===== src/prd_consts.svh =====
// Constants for the reference selector and the feedback dividers.
// Assumes one 200 MHz clock; included by the package and by the testbench.
`ifndef PRD_CONSTS_SVH
`define PRD_CONSTS_SVH

// ------------------------------------------------------------
// register addresses
// ------------------------------------------------------------
`define PRD_ADDR_W          10
`define PRD_DATA_W          8
`define PRD_A_PLL_CTL       10'h010
`define PRD_A_R_LO          10'h011
`define PRD_A_R_HI          10'h012
`define PRD_A_SWAL          10'h013
`define PRD_A_MAIN_LO       10'h014
`define PRD_A_MAIN_HI       10'h015
`define PRD_A_PRESC         10'h016
`define PRD_A_SYNC          10'h019
`define PRD_A_PIN_SRC       10'h01b
`define PRD_A_REF_CFG       10'h01c
`define PRD_A_STATUS        10'h01f
`define PRD_A_UPDATE        10'h232

// ------------------------------------------------------------
// storage indices of the staged/active registers
// ------------------------------------------------------------
`define PRD_NREG            10
`define PRD_IX_PLL          0
`define PRD_IX_R_LO         1
`define PRD_IX_R_HI         2
`define PRD_IX_SWAL         3
`define PRD_IX_MAIN_LO      4
`define PRD_IX_MAIN_HI      5
`define PRD_IX_PRESC        6
`define PRD_IX_SYNC         7
`define PRD_IX_PIN_SRC      8
`define PRD_IX_REF_CFG      9

// ------------------------------------------------------------
// field positions
// ------------------------------------------------------------
`define PRD_B_PRESC_MODE    2:0
`define PRD_B_AB_RST        5
`define PRD_B_R_RST         6
`define PRD_B_SHARED_RST    7
`define PRD_B_SYNC_EN       7:6
`define PRD_B_WATCH_SRC     3:0
`define PRD_B_STAT_SRC      7:4
`define PRD_B_DIFF_EN       0
`define PRD_B_PRI_EN        1
`define PRD_B_SEC_EN        2
`define PRD_B_PREF_SEC      3
`define PRD_B_AUTO_SW       4
`define PRD_B_PIN_SEL       5
`define PRD_B_REG_SEL_SEC   6
`define PRD_B_DEGLITCH_DIS  7
`define PRD_B_PLL_PD        1:0
`define PRD_UPDATE_GO       8'h01

// ------------------------------------------------------------
// reset values
// ------------------------------------------------------------
`define PRD_RST_PLL_CTL     8'h01
`define PRD_RST_OTHER       8'h00

// ------------------------------------------------------------
// pin source codes
// ------------------------------------------------------------
`define PRD_SRC_ONE         4'h1
`define PRD_SRC_SEC_VALID   4'h4
`define PRD_SRC_PRI_VALID   4'h5
`define PRD_SRC_SEC_BAD     4'h6
`define PRD_SRC_PRI_BAD     4'h7

// ------------------------------------------------------------
// timing
// ------------------------------------------------------------
`define PRD_MCLK_MHZ        200
`define PRD_REF_TIMEOUT_NS  1000
`define PRD_REF_TIMEOUT_CYC ((`PRD_REF_TIMEOUT_NS * `PRD_MCLK_MHZ) / 1000)

`endif


===== src/prd_pkg.sv =====
// Types shared by the reference selector and the feedback dividers.
// Assumes the constants header sits beside it.
`include "prd_consts.svh"

package prd_pkg;

    // prescaler operating mode
    typedef enum logic {
        PRD_PS_FIXED,
        PRD_PS_DUAL
    } prd_ps_mode_e;

    // reference source index: 0 primary, 1 secondary, 2 differential
    typedef logic [1:0] prd_src_t;

    typedef logic [`PRD_DATA_W-1:0] prd_byte_t;

endpackage


===== src/prd_divider.sv =====
// Programmable counter with reload at terminal count.
// Assumes tick and clear are synchronous to the clock; wrap is combinational.
`timescale 1ns/1ps
`default_nettype none

module prd_divider
    import prd_pkg::*;
#(
    parameter int W = 14
) (
    // clock and reset
    input  wire logic         clk_i,
    input  wire logic         rst_n_i,
    // control
    input  wire logic         clr_i,
    input  wire logic         tick_i,
    input  wire logic [W-1:0] div_i,
    // result
    output logic              wrap_o
);

    logic [W-1:0] cnt_q;
    logic         last;

    // zero and one both mean divide by one
    assign last   = (div_i <= W'(1)) ? 1'b1 : (cnt_q == W'(div_i - W'(1)));
    assign wrap_o = tick_i & ~clr_i & last;

    always_ff @(posedge clk_i) begin
        if (!rst_n_i || clr_i) begin
            cnt_q <= '0;
        end else if (tick_i) begin
            cnt_q <= last ? '0 : W'(cnt_q + W'(1));
        end
    end

endmodule

`default_nettype wire


===== src/prd_top.sv =====
// Reference selection, switchover deglitch and the R / N dividers in front of
// the phase detector. Reference and feedback clocks arrive as sampled levels
// that are synchronous to MCLK_I; register access over a plain strobe port.
//
// The implementer's own choices: the register offsets and the address-and-strobe port.
`timescale 1ns/1ps
`default_nettype none

module prd_top
    import prd_pkg::*;
#(
    parameter int R_W         = 14,
    parameter int MAIN_W      = 13,
    parameter int SWAL_W      = 6,
    parameter int TIMEOUT_CYC = `PRD_REF_TIMEOUT_CYC
) (
    // clock and reset
    input  wire logic                   MCLK_I,
    input  wire logic                   RSTN_I,
    // register port
    input  wire logic [`PRD_ADDR_W-1:0] ADDR_I,
    input  wire logic [`PRD_DATA_W-1:0] WDATA_I,
    input  wire logic                   WR_I,
    input  wire logic                   RD_I,
    output logic      [`PRD_DATA_W-1:0] RDATA_O,
    // reference pins
    input  wire logic                   REF_POS_I,
    input  wire logic                   REF_NEG_I,
    input  wire logic                   REF_DIFF_I,
    input  wire logic                   REF_SEL_I,
    input  wire logic                   SYNC_N_I,
    // feedback clock
    input  wire logic                   FB_CLK_I,
    // receiver power-down controls
    output logic                        DIFF_RX_PD_O,
    output logic                        PRI_SE_PD_O,
    output logic                        SEC_SE_PD_O,
    // phase detector inputs
    output logic                        PD_REF_O,
    output logic                        PD_FB_O,
    // monitor pins
    output logic                        REF_WATCH_O,
    output logic                        STATUS_O,
    output logic                        SEL_SEC_O
);

    // ------------------------------------------------------------
    // helper functions
    // ------------------------------------------------------------
    function automatic int reg_index(input logic [`PRD_ADDR_W-1:0] a);
        case (a)
            `PRD_A_PLL_CTL: reg_index = `PRD_IX_PLL;
            `PRD_A_R_LO:    reg_index = `PRD_IX_R_LO;
            `PRD_A_R_HI:    reg_index = `PRD_IX_R_HI;
            `PRD_A_SWAL:    reg_index = `PRD_IX_SWAL;
            `PRD_A_MAIN_LO: reg_index = `PRD_IX_MAIN_LO;
            `PRD_A_MAIN_HI: reg_index = `PRD_IX_MAIN_HI;
            `PRD_A_PRESC:   reg_index = `PRD_IX_PRESC;
            `PRD_A_SYNC:    reg_index = `PRD_IX_SYNC;
            `PRD_A_PIN_SRC: reg_index = `PRD_IX_PIN_SRC;
            `PRD_A_REF_CFG: reg_index = `PRD_IX_REF_CFG;
            default:        reg_index = -1;
        endcase
    endfunction

    function automatic prd_byte_t reset_value(input int i);
        reset_value = (i == `PRD_IX_PLL) ? `PRD_RST_PLL_CTL : `PRD_RST_OTHER;
    endfunction

    // pin function from its source code
    function automatic logic pin_source(input logic [3:0] code,
                                        input logic       pri_ok,
                                        input logic       sec_ok);
        case (code)
            `PRD_SRC_ONE:       pin_source = 1'b1;
            `PRD_SRC_SEC_VALID: pin_source = sec_ok;
            `PRD_SRC_PRI_VALID: pin_source = pri_ok;
            `PRD_SRC_SEC_BAD:   pin_source = ~sec_ok;
            `PRD_SRC_PRI_BAD:   pin_source = ~pri_ok;
            default:            pin_source = 1'b0;
        endcase
    endfunction

    // prescaler base value P for a mode code
    function automatic logic [5:0] presc_value(input logic [2:0] m);
        case (m)
            3'h0:    presc_value = 6'h01;
            3'h1:    presc_value = 6'h02;
            3'h2:    presc_value = 6'h03;
            3'h3:    presc_value = 6'h02;
            3'h4:    presc_value = 6'h04;
            3'h5:    presc_value = 6'h08;
            3'h6:    presc_value = 6'h10;
            default: presc_value = 6'h20;
        endcase
    endfunction

    // ------------------------------------------------------------
    // staged and active registers
    // ------------------------------------------------------------
    prd_byte_t stage_q [`PRD_NREG];
    prd_byte_t act_q   [`PRD_NREG];
    int        wr_ix;
    logic      upd_go;

    assign wr_ix  = reg_index(ADDR_I);
    assign upd_go = WR_I && (ADDR_I == `PRD_A_UPDATE) && (WDATA_I == `PRD_UPDATE_GO);

    always_ff @(posedge MCLK_I) begin
        for (int i = 0; i < `PRD_NREG; i++) begin
            if (!RSTN_I) begin
                stage_q[i] <= reset_value(i);
            end else if (WR_I && wr_ix == i) begin
                stage_q[i] <= WDATA_I;
            end
        end
    end

    // staged values move to the active set only on update
    always_ff @(posedge MCLK_I) begin
        for (int i = 0; i < `PRD_NREG; i++) begin
            if (!RSTN_I) begin
                act_q[i] <= reset_value(i);
            end else if (upd_go) begin
                act_q[i] <= stage_q[i];
            end
        end
    end

    // ------------------------------------------------------------
    // decoded active settings
    // ------------------------------------------------------------
    logic [7:0]        ref_cfg;
    logic              pll_pd;
    logic              diff_mode;
    logic              pri_on;
    logic              sec_on;
    logic              dual_mode;
    logic [R_W-1:0]    r_val;
    logic [MAIN_W-1:0] main_val;
    logic [SWAL_W-1:0] swal_val;
    logic [2:0]        ps_code;
    prd_ps_mode_e      ps_mode;
    logic [5:0]        p_val;

    assign ref_cfg   = act_q[`PRD_IX_REF_CFG];
    assign pll_pd    = act_q[`PRD_IX_PLL][`PRD_B_PLL_PD] != 2'b00;
    assign diff_mode = ref_cfg[`PRD_B_DIFF_EN];
    // reference paths stay off until enabled
    assign pri_on    = ~pll_pd & ~diff_mode & ref_cfg[`PRD_B_PRI_EN];
    assign sec_on    = ~pll_pd & ~diff_mode & ref_cfg[`PRD_B_SEC_EN];
    assign dual_mode = pri_on & sec_on;
    assign r_val     = R_W'({act_q[`PRD_IX_R_HI][5:0], act_q[`PRD_IX_R_LO]});
    assign main_val  = MAIN_W'({act_q[`PRD_IX_MAIN_HI][4:0], act_q[`PRD_IX_MAIN_LO]});
    assign ps_code   = act_q[`PRD_IX_PRESC][`PRD_B_PRESC_MODE];
    assign ps_mode   = (ps_code <= 3'h2) ? PRD_PS_FIXED : PRD_PS_DUAL;
    assign p_val     = presc_value(ps_code);
    // fixed-divide mode ignores the swallow count
    assign swal_val  = (ps_mode == PRD_PS_FIXED) ? '0
                     : SWAL_W'(act_q[`PRD_IX_SWAL][5:0]);

    // ------------------------------------------------------------
    // buffer outputs and reference validity
    // ------------------------------------------------------------
    logic [2:0]  lvl;
    logic [2:0]  lvl_prev_q;
    logic [15:0] idle_q [2];
    logic [1:0]  valid;

    assign lvl[0] = REF_POS_I & pri_on;
    assign lvl[1] = REF_NEG_I & sec_on;
    assign lvl[2] = REF_DIFF_I & diff_mode & ~pll_pd;

    always_ff @(posedge MCLK_I) begin
        if (!RSTN_I) begin
            lvl_prev_q <= '0;
        end else begin
            lvl_prev_q <= lvl;
        end
    end

    // a reference is valid while rising edges keep arriving
    always_ff @(posedge MCLK_I) begin
        for (int i = 0; i < 2; i++) begin
            if (!RSTN_I) begin
                idle_q[i] <= 16'(TIMEOUT_CYC);
            end else if (lvl[i] && !lvl_prev_q[i]) begin
                idle_q[i] <= '0;
            end else if (idle_q[i] < 16'(TIMEOUT_CYC)) begin
                idle_q[i] <= idle_q[i] + 16'h0001;
            end
        end
    end

    assign valid[0] = idle_q[0] < 16'(TIMEOUT_CYC);
    assign valid[1] = idle_q[1] < 16'(TIMEOUT_CYC);

    // ------------------------------------------------------------
    // reference selection
    // ------------------------------------------------------------
    prd_src_t sel_d;
    prd_src_t sel_q;
    logic     man_sec;
    logic     pref;

    assign pref    = ref_cfg[`PRD_B_PREF_SEC];
    // manual choice from pin or configuration bit
    assign man_sec = ref_cfg[`PRD_B_PIN_SEL] ? REF_SEL_I : ref_cfg[`PRD_B_REG_SEL_SEC];

    always_comb begin
        sel_d = sel_q;
        if (diff_mode) begin
            sel_d = 2'h2;
        end else if (dual_mode) begin
            if (ref_cfg[`PRD_B_AUTO_SW]) begin
                // always back to the preferred one when it is valid
                if (valid[pref]) begin
                    sel_d = {1'b0, pref};
                end else if (valid[~pref]) begin
                    sel_d = {1'b0, ~pref};
                end
            end else begin
                sel_d = {1'b0, man_sec};
            end
        end else if (sec_on) begin
            sel_d = 2'h1;
        end else begin
            sel_d = 2'h0;
        end
    end

    always_ff @(posedge MCLK_I) begin
        if (!RSTN_I) begin
            sel_q <= 2'h0;
        end else begin
            sel_q <= sel_d;
        end
    end

    // ------------------------------------------------------------
    // switchover deglitch
    // ------------------------------------------------------------
    logic wait_q;
    logic mux_lvl;
    logic mux_prev_q;
    logic ref_tick;

    // after a change the new source must be seen low first; a stuck-high
    // target therefore never releases the gate
    always_ff @(posedge MCLK_I) begin
        if (!RSTN_I) begin
            wait_q <= 1'b0;
        end else if (sel_d != sel_q && !ref_cfg[`PRD_B_DEGLITCH_DIS]) begin
            wait_q <= 1'b1;
        end else if (ref_cfg[`PRD_B_DEGLITCH_DIS] || !lvl[sel_q]) begin
            wait_q <= 1'b0;
        end
    end

    assign mux_lvl  = wait_q ? 1'b0 : lvl[sel_q];
    assign ref_tick = mux_lvl & ~mux_prev_q;

    always_ff @(posedge MCLK_I) begin
        if (!RSTN_I) begin
            mux_prev_q <= 1'b0;
        end else begin
            mux_prev_q <= mux_lvl;
        end
    end

    // ------------------------------------------------------------
    // counter resets
    // ------------------------------------------------------------
    logic sync_rst;
    logic r_clr;
    logic fb_clr;
    logic [7:0] presc_cfg;

    assign presc_cfg = act_q[`PRD_IX_PRESC];
    assign sync_rst  = (act_q[`PRD_IX_SYNC][`PRD_B_SYNC_EN] != 2'b00) & ~SYNC_N_I;
    // control bits hold the counters as long as they stay set
    assign r_clr     = presc_cfg[`PRD_B_R_RST] | presc_cfg[`PRD_B_SHARED_RST]
                     | sync_rst | pll_pd;
    assign fb_clr    = presc_cfg[`PRD_B_AB_RST] | presc_cfg[`PRD_B_SHARED_RST]
                     | sync_rst | pll_pd;

    // ------------------------------------------------------------
    // reference divider
    // ------------------------------------------------------------
    logic r_wrap;

    prd_divider #(
        .W       (R_W)
    ) u_r_div (
        .clk_i   (MCLK_I),
        .rst_n_i (RSTN_I),
        .clr_i   (r_clr),
        .tick_i  (ref_tick),
        .div_i   (r_val),
        .wrap_o  (r_wrap)
    );

    // ------------------------------------------------------------
    // feedback divider: prescaler, main and swallow counters
    // ------------------------------------------------------------
    logic              fb_prev_q;
    logic              fb_tick;
    logic [5:0]        ps_div;
    logic              ps_wrap;
    logic              main_wrap;
    logic [SWAL_W-1:0] swal_q;

    assign fb_tick = FB_CLK_I & ~fb_prev_q & ~pll_pd;

    always_ff @(posedge MCLK_I) begin
        if (!RSTN_I) begin
            fb_prev_q <= 1'b0;
        end else begin
            fb_prev_q <= FB_CLK_I;
        end
    end

    // P+1 for the first swallow-count prescaler periods, P after that,
    // so a full main period spans P*main + swallow input edges while swallow is at most main
    assign ps_div = (ps_mode == PRD_PS_DUAL && swal_q < swal_val)
                  ? 6'(p_val + 6'h01) : p_val;

    prd_divider #(
        .W       (6)
    ) u_presc (
        .clk_i   (MCLK_I),
        .rst_n_i (RSTN_I),
        .clr_i   (fb_clr),
        .tick_i  (fb_tick),
        .div_i   (ps_div),
        .wrap_o  (ps_wrap)
    );

    // main count of one passes every prescaler period
    prd_divider #(
        .W       (MAIN_W)
    ) u_main (
        .clk_i   (MCLK_I),
        .rst_n_i (RSTN_I),
        .clr_i   (fb_clr),
        .tick_i  (ps_wrap),
        .div_i   (main_val),
        .wrap_o  (main_wrap)
    );

    // swallow zero stretches no period at all
    always_ff @(posedge MCLK_I) begin
        if (!RSTN_I || fb_clr || main_wrap) begin
            swal_q <= '0;
        end else if (ps_wrap && swal_q < swal_val) begin
            swal_q <= SWAL_W'(swal_q + SWAL_W'(1));
        end
    end

    // ------------------------------------------------------------
    // phase detector inputs
    // ------------------------------------------------------------
    always_ff @(posedge MCLK_I) begin
        if (!RSTN_I) begin
            PD_REF_O <= 1'b0;
            PD_FB_O  <= 1'b0;
        end else begin
            PD_REF_O <= r_wrap;
            PD_FB_O  <= main_wrap;
        end
    end

    // ------------------------------------------------------------
    // power-down and monitor pins
    // ------------------------------------------------------------
    always_ff @(posedge MCLK_I) begin
        if (!RSTN_I) begin
            DIFF_RX_PD_O <= 1'b1;
            PRI_SE_PD_O  <= 1'b1;
            SEC_SE_PD_O  <= 1'b1;
        end else begin
            DIFF_RX_PD_O <= pll_pd | ~diff_mode;
            PRI_SE_PD_O  <= ~pri_on;
            SEC_SE_PD_O  <= ~sec_on;
        end
    end

    always_ff @(posedge MCLK_I) begin
        if (!RSTN_I) begin
            REF_WATCH_O <= 1'b0;
            STATUS_O    <= 1'b0;
            SEL_SEC_O   <= 1'b0;
        end else begin
            // follows the watch source code; code 7 makes it high while primary is invalid
            REF_WATCH_O <= pin_source(act_q[`PRD_IX_PIN_SRC][`PRD_B_WATCH_SRC],
                                      valid[0], valid[1]);
            STATUS_O    <= pin_source(act_q[`PRD_IX_PIN_SRC][`PRD_B_STAT_SRC],
                                      valid[0], valid[1]);
            SEL_SEC_O   <= sel_q == 2'h1;
        end
    end

    // ------------------------------------------------------------
    // register read-back
    // ------------------------------------------------------------
    int rd_ix;

    assign rd_ix = reg_index(ADDR_I);

    always_ff @(posedge MCLK_I) begin
        if (!RSTN_I) begin
            RDATA_O <= '0;
        end else if (RD_I) begin
            if (rd_ix >= 0) begin
                RDATA_O <= stage_q[rd_ix];
            end else if (ADDR_I == `PRD_A_STATUS) begin
                RDATA_O <= {4'h0, wait_q, sel_q == 2'h1, valid[1], valid[0]};
            end else begin
                RDATA_O <= '0;
            end
        end else begin
            RDATA_O <= '0;
        end
    end

endmodule

`default_nettype wire


===== config.mk =====
export PLATFORM = sky130hd
export DESIGN_NAME = prd_top
export DESIGN_NICKNAME = d
export VERILOG_FILES = /design/src/prd_pkg.sv /design/src/prd_divider.sv /design/src/prd_top.sv
export VERILOG_INCLUDE_DIRS = /design/src /design/src/src
export SDC_FILE = /design/constraint.sdc
export NUM_CORES = 1
export LEC_CHECK = 0
export BUFFER_PORTS_ARGS = -buffer_cell sky130_fd_sc_hd__buf_2
export CAP_MARGIN = 10
export CORE_ASPECT_RATIO = 0.9
export CORE_MARGIN = 4
export CORE_UTILIZATION = 50
export CTS_CLUSTER_SIZE = 20
export DETAILED_ROUTE_END_ITERATION = 8
export PLACE_DENSITY = 0.67
export SLEW_MARGIN = 20
export SYNTH_ARGS = -nofsm -noshare
export SYNTH_HDL_FRONTEND = slang
export SYNTH_SLANG_ARGS = --single-unit

===== constraint.sdc =====
create_clock -name MCLK_I -period 5.5 [get_ports MCLK_I]
set_clock_uncertainty 0.05 [all_clocks]
set_input_delay 0.825 -clock MCLK_I [delete_from_list [all_inputs] [get_ports MCLK_I]]
set_output_delay 0.825 -clock MCLK_I [all_outputs]
set_load 0.02 [all_outputs]

==> results of run 1 <==
[metrics by stage]
step                      total power, mW  area, sq um
final                                4.00        13200
after global routing                 4.13        13200
after CTS                            4.03        13200
after detailed placement             2.19        12300
after global placement               2.18        12300
after floorplan                      2.12        11700
[cell families after synthesis]
group	count (synthesis)	share of synthesized area
AOI/OAI and AO/OA	167	0.0951
buffers and inverters	78	0.0261
other	1	0.000321
xor gates and xnor gates	68	0.0510
adders and majority gates	18	0.0193
DFF	233	0.546
muxes	36	0.0484
and+or+nand+nor	456	0.213
[report_power, final]
part	internal [mW]	switching, mW	leakage (nW)	total (mW)
Combinational	0.0644	0.115	2.32	0.179
Clock	1.15	0.702	0.446	1.85
Sequential	1.94	0.0356	2.19	1.97
Total	3.15	0.853	4.96	4.00
[per-layer routing]
| layer | up-vias | track usage | share of wire |
|---|---|---|---|
| met1 | 3943 | 0.309 | 0.48 |
| met2 | 211 | 0.303 | 0.45 |
| met4 | 0 | 0.0510 | 0.026 |
| met3 | 38 | 0.0261 | 0.051 |
| met5 | - | 0 | 0 |
| li1 | 3997 | - | - |
[registers in the layout, indices dropped and copies added (netlist names), 2 cells and up]
register,count
RDATA_O,8
sel_q,2
idle_q,32
u_presc.cnt_q,6
u_main.cnt_q,13
lvl_prev_q,2
swal_q,6
stage_q,80
u_r_div.cnt_q,14
act_q,59
[cell type report]
cell class,count,share of cell area
multi-input cells,761,0.385
flip-flops and latches,233,0.484
well taps,297,0.0282
clock buffers,30,0.0504
repair buffers,62,0.0272
clock inverters,16,0.0182
inverters,24,0.00684
[Yosys cell counts (3+ instances only)]
master and count:
sky130_fd_sc_hd__nand3_1 46, sky130_fd_sc_hd__a31oi_1 9, sky130_fd_sc_hd__nand3b_1 7, sky130_fd_sc_hd__dfxtp_1 62, sky130_fd_sc_hd__mux2i_1 17, sky130_fd_sc_hd__a21o_1 4
sky130_fd_sc_hd__a21oi_1 40, sky130_fd_sc_hd__nand2_1 55, sky130_fd_sc_hd__nand2b_1 10, sky130_fd_sc_hd__a211oi_1 10, sky130_fd_sc_hd__and2_1 82, sky130_fd_sc_hd__o22ai_1 5
sky130_fd_sc_hd__nor4_1 15, sky130_fd_sc_hd__or2_2 5, sky130_fd_sc_hd__ha_1 18, sky130_fd_sc_hd__clkbuf_1 48, sky130_fd_sc_hd__and3_1 66, sky130_fd_sc_hd__inv_1 24
sky130_fd_sc_hd__buf_2 3, sky130_fd_sc_hd__nand4_1 11, sky130_fd_sc_hd__mux2_2 3, sky130_fd_sc_hd__or3_1 9, sky130_fd_sc_hd__edfxtp_1 171, sky130_fd_sc_hd__xnor2_1 36
sky130_fd_sc_hd__o21ai_0 46, sky130_fd_sc_hd__o31ai_1 7, sky130_fd_sc_hd__o2111ai_1 3, sky130_fd_sc_hd__nand4b_1 4, sky130_fd_sc_hd__mux4_2 16, sky130_fd_sc_hd__nor4b_1 3
sky130_fd_sc_hd__or4_1 7, sky130_fd_sc_hd__nor3b_1 6, sky130_fd_sc_hd__o311ai_0 4, sky130_fd_sc_hd__a221oi_1 10, sky130_fd_sc_hd__nor2b_1 12, sky130_fd_sc_hd__nor3_1 21
sky130_fd_sc_hd__nor2_1 86, sky130_fd_sc_hd__o32ai_1 4, sky130_fd_sc_hd__xor2_1 32
[worst max path at each step]
| stage | cells after the start | endpoint |
|---|---|---|
| after global routing | 16 | swal_q[3] |
| after detailed placement | 16 | swal_q[2] |
| final | 16 | swal_q[3] |
| after global placement | 16 | u_main.cnt_q[8] |
| after floorplan | 4 | act_q[0][0] |
| after CTS | 16 | swal_q[3] |
[cell usage in the layout (no fill, tap or decap), types with 24 or more instances in the layout]
cell	n
sky130_fd_sc_hd__buf_2	43
sky130_fd_sc_hd__and2_1	82
sky130_fd_sc_hd__clkbuf_16	25
sky130_fd_sc_hd__xor2_1	32
sky130_fd_sc_hd__nor2_1	86
sky130_fd_sc_hd__a21oi_1	40
sky130_fd_sc_hd__dfxtp_1	62
sky130_fd_sc_hd__and3_1	66
sky130_fd_sc_hd__o21ai_0	43
sky130_fd_sc_hd__nand3_1	46
sky130_fd_sc_hd__xnor2_1	36
sky130_fd_sc_hd__inv_1	24
sky130_fd_sc_hd__nand2_1	55
sky130_fd_sc_hd__edfxtp_1	171
==> impl_metrics.tcl, run 1 <==
set metrics [dict create \
    register_area_sq_um 6380 \
    post_synth_inst_count 1057 \
    synth_area_per_cell_sq_um 11.0 \
    insertion_delay_ns 0.54 \
    antenna_found_initial 0 \
    initial_utilization 0.514 \
    largest_net_degree_at_the_start_of_global_routing 61 \
    postSynth.asyncResetShare 0 \
    post-route-period-util 0.920 \
    timing.critical_path.from_type "flop" \
    cp_cell_sequence "a21o_1 -> nand2_1 -> ha_1 -> nand3_1 -> or3_1 -> nand3_1 -> mux2i_1 -> ha_1 -> xor2_1 -> xnor2_1 -> xnor2_1 -> o311a_1 -> a2111oi_4 -> nor2_2 -> o31ai_2 -> nor2b_1" \
    post_synth_design_cell_area_sq_um 11700 \
    finish.utilization 0.580 \
    report.final.slew_viol_count 0 \
    setup_tns_ns 0 \
    ys.warnings.count 0 \
    rsz_0062_raised_after_global_routing "false" \
    crit_path_start "act_q[6][0]" \
    remaining_overflow_grt 0 \
    nFillCells 1901 \
    drc 0 \
    worst_ep_arrival_time_ns 5.40 \
    buffer_ports.inserted 43 \
    ff2ff_setup_slack_ns 0.44 \
    synth_top_area_frac 0.440 \
    boundaryPins 44 \
    fp.dieArea_sq_um 25900 \
    cts_post_setup_buffers_inserted 0 \
    track_usage 0.201 \
    ctsRootBufferMaster "sky130_fd_sc_hd__clkbuf_16" \
    number_of_enable_type_register_cells_in_the_synthesized_netlist 171 \
    wirelength_routed_um 26100 \
    timing_worst_setup_path_type "reg2reg" \
    setup_viol_count_final 0 \
    ys_dominant_reg_cell "sky130_fd_sc_hd__edfxtp_1" \
    timing.critical_path.required_ns 5.84 \
    vdd_ir_drop_max_mv 0.242 \
    nNetsFinal 1153 \
    preCtsSetupSlack_ns 0.504 \
    synth_top_cell_by_area "sky130_fd_sc_hd__edfxtp_1" \
    drt_iter0_markers 827 \
    die_width_um 169 \
    largest_fanout_on_the_critical_path 20 \
    cpPeakStageDelay_ns 0.68 \
    first_global_vias 7689 \
    drtAntennaViolNets 0 \
    reg2regPathDepth 16 \
    final_cell_count_no_fill 1423 \
    clkSinkCount 233 \
    maxCapViolations 0 \
    wire_per_inst_um 18.4 \
    total_of_cells_resized_after_clock_tree_synthesis 0 \
    tritoncts_buffers 25 \
    htreeDepth 1 \
    hp_class "reg2reg" \
    crit_path_max_delay_family "compound AO/OA/AOI/OAI gates" \
    share_of_post_route_cells_with_drive_strength_above_1 0.126 \
    tightest_slew_ns 0.861 \
    p_leak_nw 4.96 \
    core_outline_area_sq_um 22700 \
    multi_input_area_sq_um 5070 \
    cpMaxStageDelayCell "sky130_fd_sc_hd__o31ai_2" \
    die_y_um 153 \
    post-dp-hpwl_um 18400 \
    power_density_nw_per_um2 303 \
    hold_path_end "REF_WATCH_O" \
    fin_ws_ns 0.440 \
    timing.hold.worst_path_depth 1 \
    relative_slew_slack 0.422 \
    grt_first_pass_wirelength_um 42200 \
    run_status "finished, final reports clean" \
    clockBufferDepth 3 \
    worstSetupEndpointType "flop" \
    final_period_minus_worst_setup_slack_ns 5.06 \
    n_antenna_cell 0 \
    worst_hold_startpoint "act_q[8][3]" \
    post_synth_num_cell_types 71 \
    num_rows 52 \
    syn2layout_area_growth_pct 12.9 \
    placedCellCount 1377 \
    routabilityCongestion 0.877 \
    critPathBufInv 0 \
    netlist_top_cells_area "sky130_fd_sc_hd__edfxtp_1 44%, sky130_fd_sc_hd__dfxtp_1 11%, sky130_fd_sc_hd__and2_1 4.4%" \
    achievable-frequency_mhz 198 \
    report.final.hold_viol_count 0 \
    route.vias.total 8189 \
    cts_tree "yes" \
    r2r-start "act_q[6][0]" \
    ys_ff_latch 233 \
    detail_route.first_pass.iterations 6 \
    route.detailed.vias_per_inst 5.75 \
    cts_hold_buffers 0 \
    crit-reg2reg-capture "swal_q[3]" \
    clkSlewWorstSetupHoldPaths_ns 0.06 \
    synth-seq-area-share 0.546 \
    timing.hold.ws_ns 0.361 \
]
No activity file was read; power rests on OpenSTA's default activity.
==> run 2, diff against run 1 <==
--- a/config.mk
+++ b/config.mk
@@ -11,10 +11,13 @@
 export CORE_ASPECT_RATIO = 0.9
 export CORE_MARGIN = 4
 export CORE_UTILIZATION = 50
+export CTS_BUF_LIST = sky130_fd_sc_hd__clkbuf_4
 export CTS_CLUSTER_SIZE = 20
 export DETAILED_ROUTE_END_ITERATION = 8
 export PLACE_DENSITY = 0.67
+export SKIP_CTS_REPAIR_TIMING = 1
 export SLEW_MARGIN = 20
 export SYNTH_ARGS = -nofsm -noshare
 export SYNTH_HDL_FRONTEND = slang
+export SYNTH_HIERARCHICAL = 1
 export SYNTH_SLANG_ARGS = --single-unit
==> run 2 against run 1 <==
Compared with the run above: global-route usage is 0.62 points higher; worst setup slack worse by 0.077 ns; die area rose by 3.2%; via count rose by 7.7%; clock power fell by 19%; combinational power increased by 13%; register-to-register slack worse by 0.08 ns; worst hold slack got worse by 0.058 ns; total power decreased by 8.1%; cell count increased by 8.9%; sequential share of layout area fell by 0.80 points; synthesized cell count up 5.7%; largest cell class unchanged.
==> impl_metrics.tcl, run 2 <==
set metrics [dict create \
    run_status "finished, final reports clean" \
    relative_slew_slack 0.292 \
    nFillCells 2033 \
    report.final.hold_viol_count 0 \
    timing.hold.worst_path_depth 2 \
    report.final.slew_viol_count 0 \
    clkSinkCount 233 \
    postSynth.asyncResetShare 0 \
    wire_per_inst_um 17.8 \
    setup_tns_ns 0 \
    remaining_overflow_grt 0 \
    design_power_total_mw 3.68 \
    power_density_nw_per_um2 274 \
    post_synth_design_cell_area_sq_um 12100 \
    worst_hold_startpoint "FB_CLK_I" \
    global_routing_usage_on_met3 0.0379 \
    hold_path_end "fb_prev_q" \
    synth_area_in_compound_gates 0.111 \
    final_period_minus_worst_setup_slack_ns 5.14 \
    maxCapViolations 0 \
    syn2layout_area_growth_pct 11.0 \
    hp_class "in2reg" \
    placedCellCount 1435 \
    insertion_delay_ns 0.69 \
    drtAntennaViolNets 0 \
    detail_route.first_pass.iterations 5 \
    setup_viol_count_final 0 \
    buffer_ports.inserted 43 \
    nNetsFinal 1242 \
    fin_ws_ns 0.363 \
    num_rows 53 \
    ys_ff_latch 233 \
    track_usage 0.207 \
    crit-reg2reg-capture "u_main/cnt_q[12]" \
    vdd_ir_drop_max_mv 0.169 \
    grt_first_pass_wirelength_um 44300 \
    area_share_of_xor_xnor_cells_in_the_synthesized_design 0.0508 \
    p_leak_nw 5.04 \
    route.detailed.vias_per_inst 5.69 \
    first_global_vias 8376 \
    synthSimpleGateAreaFrac 0.241 \
    routabilityCongestion 0.891 \
    antenna_found_initial 1 \
    cell_with_the_most_instances_after_synthesis "sky130_fd_sc_hd__edfxtp_1" \
    boundaryPins 44 \
    ys_dominant_reg_cell "sky130_fd_sc_hd__edfxtp_1" \
    post-dp-hpwl_um 19500 \
    share_of_post_route_cells_with_drive_strength_above_1 0.173 \
    final_cell_mix "171 x sky130_fd_sc_hd__edfxtp_1, 98 x sky130_fd_sc_hd__clkbuf_4, 84 x sky130_fd_sc_hd__and2_1, 83 x sky130_fd_sc_hd__nor2_1, 71 x sky130_fd_sc_hd__and3_1" \
    met1_usage 0.307 \
    synth-seq-area-share 0.528 \
    initial_utilization 0.513 \
    achievable-frequency_mhz 195 \
    route.vias.total 8816 \
    largest_fanout_on_the_critical_path 9 \
    multi_input_area_sq_um 5440 \
    tightest_slew_ns 1.05 \
    synth.top_cells.by_count "171 x sky130_fd_sc_hd__edfxtp_1, 84 x sky130_fd_sc_hd__and2_1, 83 x sky130_fd_sc_hd__nor2_1, 71 x sky130_fd_sc_hd__and3_1, 70 x sky130_fd_sc_hd__nand2_1" \
    post_synth_inst_count 1117 \
    timing.critical_path.required_ns 6.07 \
    reg2regPathDepth 20 \
    post-route-period-util 0.934 \
    number_of_enable_type_register_cells_in_the_synthesized_netlist 171 \
    worst_ep_arrival_time_ns 5.71 \
    registers_with_the_most_flip_flops "stage_q (80), act_q (59), idle_q (32)" \
    timing.hold.ws_ns 0.303 \
    synth_fa_ha_area_frac 0.0187 \
    clkSlewWorstSetupHoldPaths_ns 0.07 \
    synth_top_cell_by_area "sky130_fd_sc_hd__edfxtp_1" \
    synth_area_per_cell_sq_um 10.8 \
    cts_tree "yes" \
    timing.critical_path.from_type "flop" \
    global_route.peak_usage_layer "met1" \
    registers.top_by_ff_count "stage_q" \
    synth_top_family_by_area "simple AND/OR/NAND/NOR gates" \
    htreeDepth 2 \
    register_area_sq_um 6380 \
    ctsRootBufferMaster "sky130_fd_sc_hd__clkbuf_4" \
    r2r-start "act_q[6][0]" \
    netlist_top_cells_area "sky130_fd_sc_hd__edfxtp_1 43%, sky130_fd_sc_hd__dfxtp_1 10%, sky130_fd_sc_hd__and2_1 4.4%" \
    post_synth_num_cell_types 88 \
    most_common_cell_after_layout_fill_and_taps_aside "sky130_fd_sc_hd__edfxtp_1" \
    synth_top_area_frac 0.426 \
    drt_iter0_markers 675 \
    synth.area.mux_share 0.0213 \
    tritoncts_buffers 59 \
    preCtsSetupSlack_ns 0.280 \
    fp.dieArea_sq_um 26700 \
    ff2ff_setup_slack_ns 0.36 \
    largest_net_degree_at_the_start_of_global_routing 61 \
    largest_register_ff_count 80 \
    ys.warnings.count 6 \
    final_cell_count_no_fill 1549 \
    rsz_0062_raised_after_global_routing "false" \
    core_outline_area_sq_um 23500 \
    drc 0 \
    die_y_um 155 \
    clockBufferDepth 3 \
    global_route.usage.met2 0.304 \
    die_width_um 172 \
    timing_worst_setup_path_type "reg2reg" \
    wirelength_routed_um 27600 \
    worstSetupEndpointType "flop" \
]
run 2: report_power, final:
| group | total [mW] | switching, mW | leakage (nW) | internal [mW] |
|---|---|---|---|---|
| clock | 1.50 | 0.701 | 0.482 | 0.800 |
| combinational | 0.202 | 0.134 | 2.37 | 0.0681 |
| sequential | 1.97 | 0.0384 | 2.19 | 1.94 |
| total | 3.68 | 0.873 | 5.04 | 2.80 |
run 2: per-layer routing:
metal / vias up / part of all wire
met1: 4156 / 0.48
met4: 0 / 0.027
met5: - / 0
met2: 271 / 0.43
li1: 4332 / -
met3: 57 / 0.060
run 2: cells by family (layout without fill, tap and decap cells):
logic type               after synthesis  count (layout)
AND/OR/NAND/NOR                      509             509
flip-flops                           233             233
AO/OA/AOI/OAI                        182             182
buffers and inverters                 79             193
XOR/XNOR                              70              70
multiplexers                          25              25
adder cells (fa/ha/maj)               18              18
other                                  1              17
run 2: through the flow:
stage,area (sq um),util
after detailed placement,12600,0.534
after global routing,13400,0.569
after global placement,12600,0.534
final,13400,0.569
after CTS,13400,0.567
after floorplan,12100,-
run 2: critical path: stages, from the launching register on:
cell                        delay, ns
sky130_fd_sc_hd__edfxtp_1        0.50
sky130_fd_sc_hd__a21o_4          0.28
sky130_fd_sc_hd__nand2_1         0.07
sky130_fd_sc_hd__ha_1            0.22
sky130_fd_sc_hd__o2111ai_1       0.18
sky130_fd_sc_hd__a31oi_1         0.11
sky130_fd_sc_hd__or3_1           0.36
sky130_fd_sc_hd__a21oi_2         0.19
sky130_fd_sc_hd__a2111oi_0       0.12
sky130_fd_sc_hd__a31o_2          0.27
sky130_fd_sc_hd__or3_4           0.40
sky130_fd_sc_hd__or4_1           0.47
sky130_fd_sc_hd__a211o_1         0.37
sky130_fd_sc_hd__o31ai_4         0.29
sky130_fd_sc_hd__and2b_2         0.25
sky130_fd_sc_hd__and4_1          0.22
sky130_fd_sc_hd__and3_1          0.26
sky130_fd_sc_hd__nand3_1         0.12
sky130_fd_sc_hd__xnor2_1         0.15
sky130_fd_sc_hd__nand2_1         0.07
sky130_fd_sc_hd__nor2_1          0.11
run 2: worst max-delay path by stage:
stage | cells after the start | end | slack [ns] | startpoint
floorplan | 22 | u_main/cnt_q[10] | 0.54 | act_q[6][0]
global placement | 19 | swal_q[5] | 0.43 | act_q[6][0]
detailed placement | 19 | swal_q[5] | 0.28 | act_q[6][0]
CTS | 19 | swal_q[5] | 0.27 | act_q[6][0]
global route | 20 | u_main/cnt_q[12] | 0.06 | act_q[6][1]
finish | 20 | u_main/cnt_q[12] | 0.36 | act_q[6][0]
run 2: area by class of cell:
cell class	count	share of cell area
antenna	1	0.000187
multi-input combinational	820	0.406
sequential	233	0.476
inverter	25	0.00700
tap	302	0.0282
clock inverter	13	0.00374
timing repair buffer	57	0.0239
clock buffer	98	0.0549
==> run 3, diff against run 2 <==
--- a/config.mk
+++ b/config.mk
@@ -14,10 +14,10 @@
 export CTS_BUF_LIST = sky130_fd_sc_hd__clkbuf_4
 export CTS_CLUSTER_SIZE = 20
 export DETAILED_ROUTE_END_ITERATION = 8
+export GPL_ROUTABILITY_DRIVEN = 1
 export PLACE_DENSITY = 0.67
 export SKIP_CTS_REPAIR_TIMING = 1
 export SLEW_MARGIN = 20
 export SYNTH_ARGS = -nofsm -noshare
 export SYNTH_HDL_FRONTEND = slang
-export SYNTH_HIERARCHICAL = 1
 export SYNTH_SLANG_ARGS = --single-unit
==> run 3 against run 2 <==
Compared with the run above: sequential power about the same; register-to-register slack better by 0.06 ns; critical path depth down 4; cell count down 3.6%; worst setup slack better by 0.065 ns; core utilization up 1.0 points; highest routed layer unchanged; worst hold slack better by 0.068 ns; largest power group unchanged; first-iteration DRC count down 1.3%; combinational power down 11%.
==> impl_metrics.tcl, run 3 (synthesis results as in run 1) <==
set metrics [dict create \
    num_rows 52 \
    die_width_um 169 \
    vdd_ir_drop_max_mv 0.141 \
    achievable-frequency_mhz 197 \
    wire_per_inst_um 17.7 \
    timing_worst_setup_path_type "reg2reg" \
    syn2layout_area_growth_pct 12.7 \
    nFillCells 1962 \
    registers.top_by_ff_count "stage_q" \
    critPathBufInv 0 \
    boundaryPins 44 \
    wirelength_routed_um 26500 \
    rsz_0062_raised_after_global_routing "false" \
    final_period_minus_worst_setup_slack_ns 5.07 \
    relative_slew_slack 0.246 \
    largest_fanout_on_the_critical_path 20 \
    report.final.hold_viol_count 0 \
    nNetsFinal 1194 \
    p_leak_nw 5.04 \
    htreeDepth 3 \
    report.final.slew_viol_count 0 \
    power_density_nw_per_um2 290 \
    buffer_ports.inserted 43 \
    clockBufferDepth 3 \
    timing.critical_path.from_type "flop" \
    cpMaxStageDelayCell "sky130_fd_sc_hd__o31ai_2" \
    worst_ep_arrival_time_ns 5.50 \
    share_of_post_route_cells_with_drive_strength_above_1 0.178 \
    setup_viol_count_final 0 \
    detail_route.first_pass.iterations 6 \
    timing.critical_path.required_ns 5.93 \
    grt_first_pass_wirelength_um 42600 \
    antenna_found_initial 1 \
    cpPeakStageDelay_ns 0.67 \
    largest_register_ff_count 80 \
    clkSlewWorstSetupHoldPaths_ns 0.06 \
    tritoncts_buffers 66 \
    maxCapViolations 0 \
    die_y_um 153 \
    hp_class "reg2reg" \
    worstSetupEndpointType "flop" \
    fp.dieArea_sq_um 25900 \
    core_outline_area_sq_um 22700 \
    run_status "finished, final reports clean" \
    ctsRootBufferMaster "sky130_fd_sc_hd__clkbuf_4" \
    remaining_overflow_grt 0 \
    crit_path_max_delay_family "compound AO/OA/AOI/OAI gates" \
    route.vias.total 8501 \
    clkSinkCount 233 \
    insertion_delay_ns 0.67 \
    drtAntennaViolNets 0 \
    setup_tns_ns 0 \
    post-route-period-util 0.922 \
    drc 0 \
    post-dp-hpwl_um 18400 \
    track_usage 0.204 \
    design_power_total_mw 3.82 \
    most_common_cell_after_layout_fill_and_taps_aside "sky130_fd_sc_hd__edfxtp_1" \
    final_cell_mix "171 x sky130_fd_sc_hd__edfxtp_1, 105 x sky130_fd_sc_hd__clkbuf_4, 86 x sky130_fd_sc_hd__nor2_1, 82 x sky130_fd_sc_hd__and2_1, 66 x sky130_fd_sc_hd__and3_1" \
    cts_tree "yes" \
    initial_utilization 0.514 \
    fin_ws_ns 0.428 \
    largest_net_degree_at_the_start_of_global_routing 61 \
    first_global_vias 8105 \
    cp_cell_sequence "a21o_1 -> nand2_1 -> ha_1 -> nand3_1 -> or3_1 -> nand3_1 -> mux2i_1 -> ha_1 -> xor2_1 -> xnor2_1 -> xnor2_1 -> o311a_1 -> a2111oi_4 -> nor2_2 -> o31ai_2 -> a21oi_1" \
    routabilityCongestion 0.877 \
    preCtsSetupSlack_ns 0.504 \
    drt_iter0_markers 666 \
    registers_with_the_most_flip_flops "stage_q (80), act_q (59), idle_q (32)" \
    route.detailed.vias_per_inst 5.69 \
    tightest_slew_ns 1.12 \
]
-- run 3: per-stage QoR --
stage               area, sq um  std cells  hold WS (ns)  utilization
floorplan                 11700       1072         0.336            -
global placement          12300       1377         0.344        0.540
detailed placement        12300       1377         0.355        0.540
CTS                       13200       1492         0.356        0.579
global route              13200       1493         0.352        0.579
finish                    13200       1493         0.371        0.579
-- run 3: area by class of cell --
cell class              instances  area [sq um]  share of cell area
repair buffers                 62           358              0.0272
clock inverters                10          95.1             0.00723
multi-input cells             761          5070               0.386
well taps                     297           372              0.0282
diodes                          1          2.50            0.000190
inverters                      24          90.1             0.00685
clock buffers                 105           788              0.0599
flip-flops and latches        233          6380               0.485
-- run 3: where the power goes --
group	total (mW)	internal, mW	switching, mW
clock network	1.67	0.954	0.713
registers	1.97	1.94	0.0353
logic	0.179	0.0643	0.115
-- run 3: worst register-to-register path, stage by stage (launching register included) --
cell                        delay [ns]
sky130_fd_sc_hd__edfxtp_1         0.56
sky130_fd_sc_hd__a21o_1           0.32
sky130_fd_sc_hd__nand2_1          0.10
sky130_fd_sc_hd__ha_1             0.36
sky130_fd_sc_hd__nand3_1          0.14
sky130_fd_sc_hd__or3_1            0.44
sky130_fd_sc_hd__nand3_1          0.16
sky130_fd_sc_hd__mux2i_1          0.25
sky130_fd_sc_hd__ha_1             0.29
sky130_fd_sc_hd__xor2_1           0.23
sky130_fd_sc_hd__xnor2_1          0.19
sky130_fd_sc_hd__xnor2_1          0.10
sky130_fd_sc_hd__o311a_1          0.34
sky130_fd_sc_hd__a2111oi_4        0.35
sky130_fd_sc_hd__nor2_2           0.27
sky130_fd_sc_hd__o31ai_2          0.68
sky130_fd_sc_hd__a21oi_1          0.11
-- run 3: per-layer routing --
layer | up-vias | GRT usage | share of wire
met5 | - | 0 | 0
li1 | 4128 | - | -
met4 | 0 | 0.0751 | 0.023
met3 | 42 | 0.0367 | 0.055
met1 | 4085 | 0.303 | 0.47
met2 | 246 | 0.303 | 0.45
-- run 3: worst paths after layout --
path | from | endpoint | slack (ns) | depth (start not counted)
worst min register to register | act_q[8][3] | REF_WATCH_O | 0.37 | 1
worst max-delay path | act_q[6][0] | swal_q[0] | 0.43 | 16
worst max register to register | act_q[6][0] | swal_q[0] | 0.43 | 16
worst min-delay path | act_q[8][3] | REF_WATCH_O | 0.37 | 1
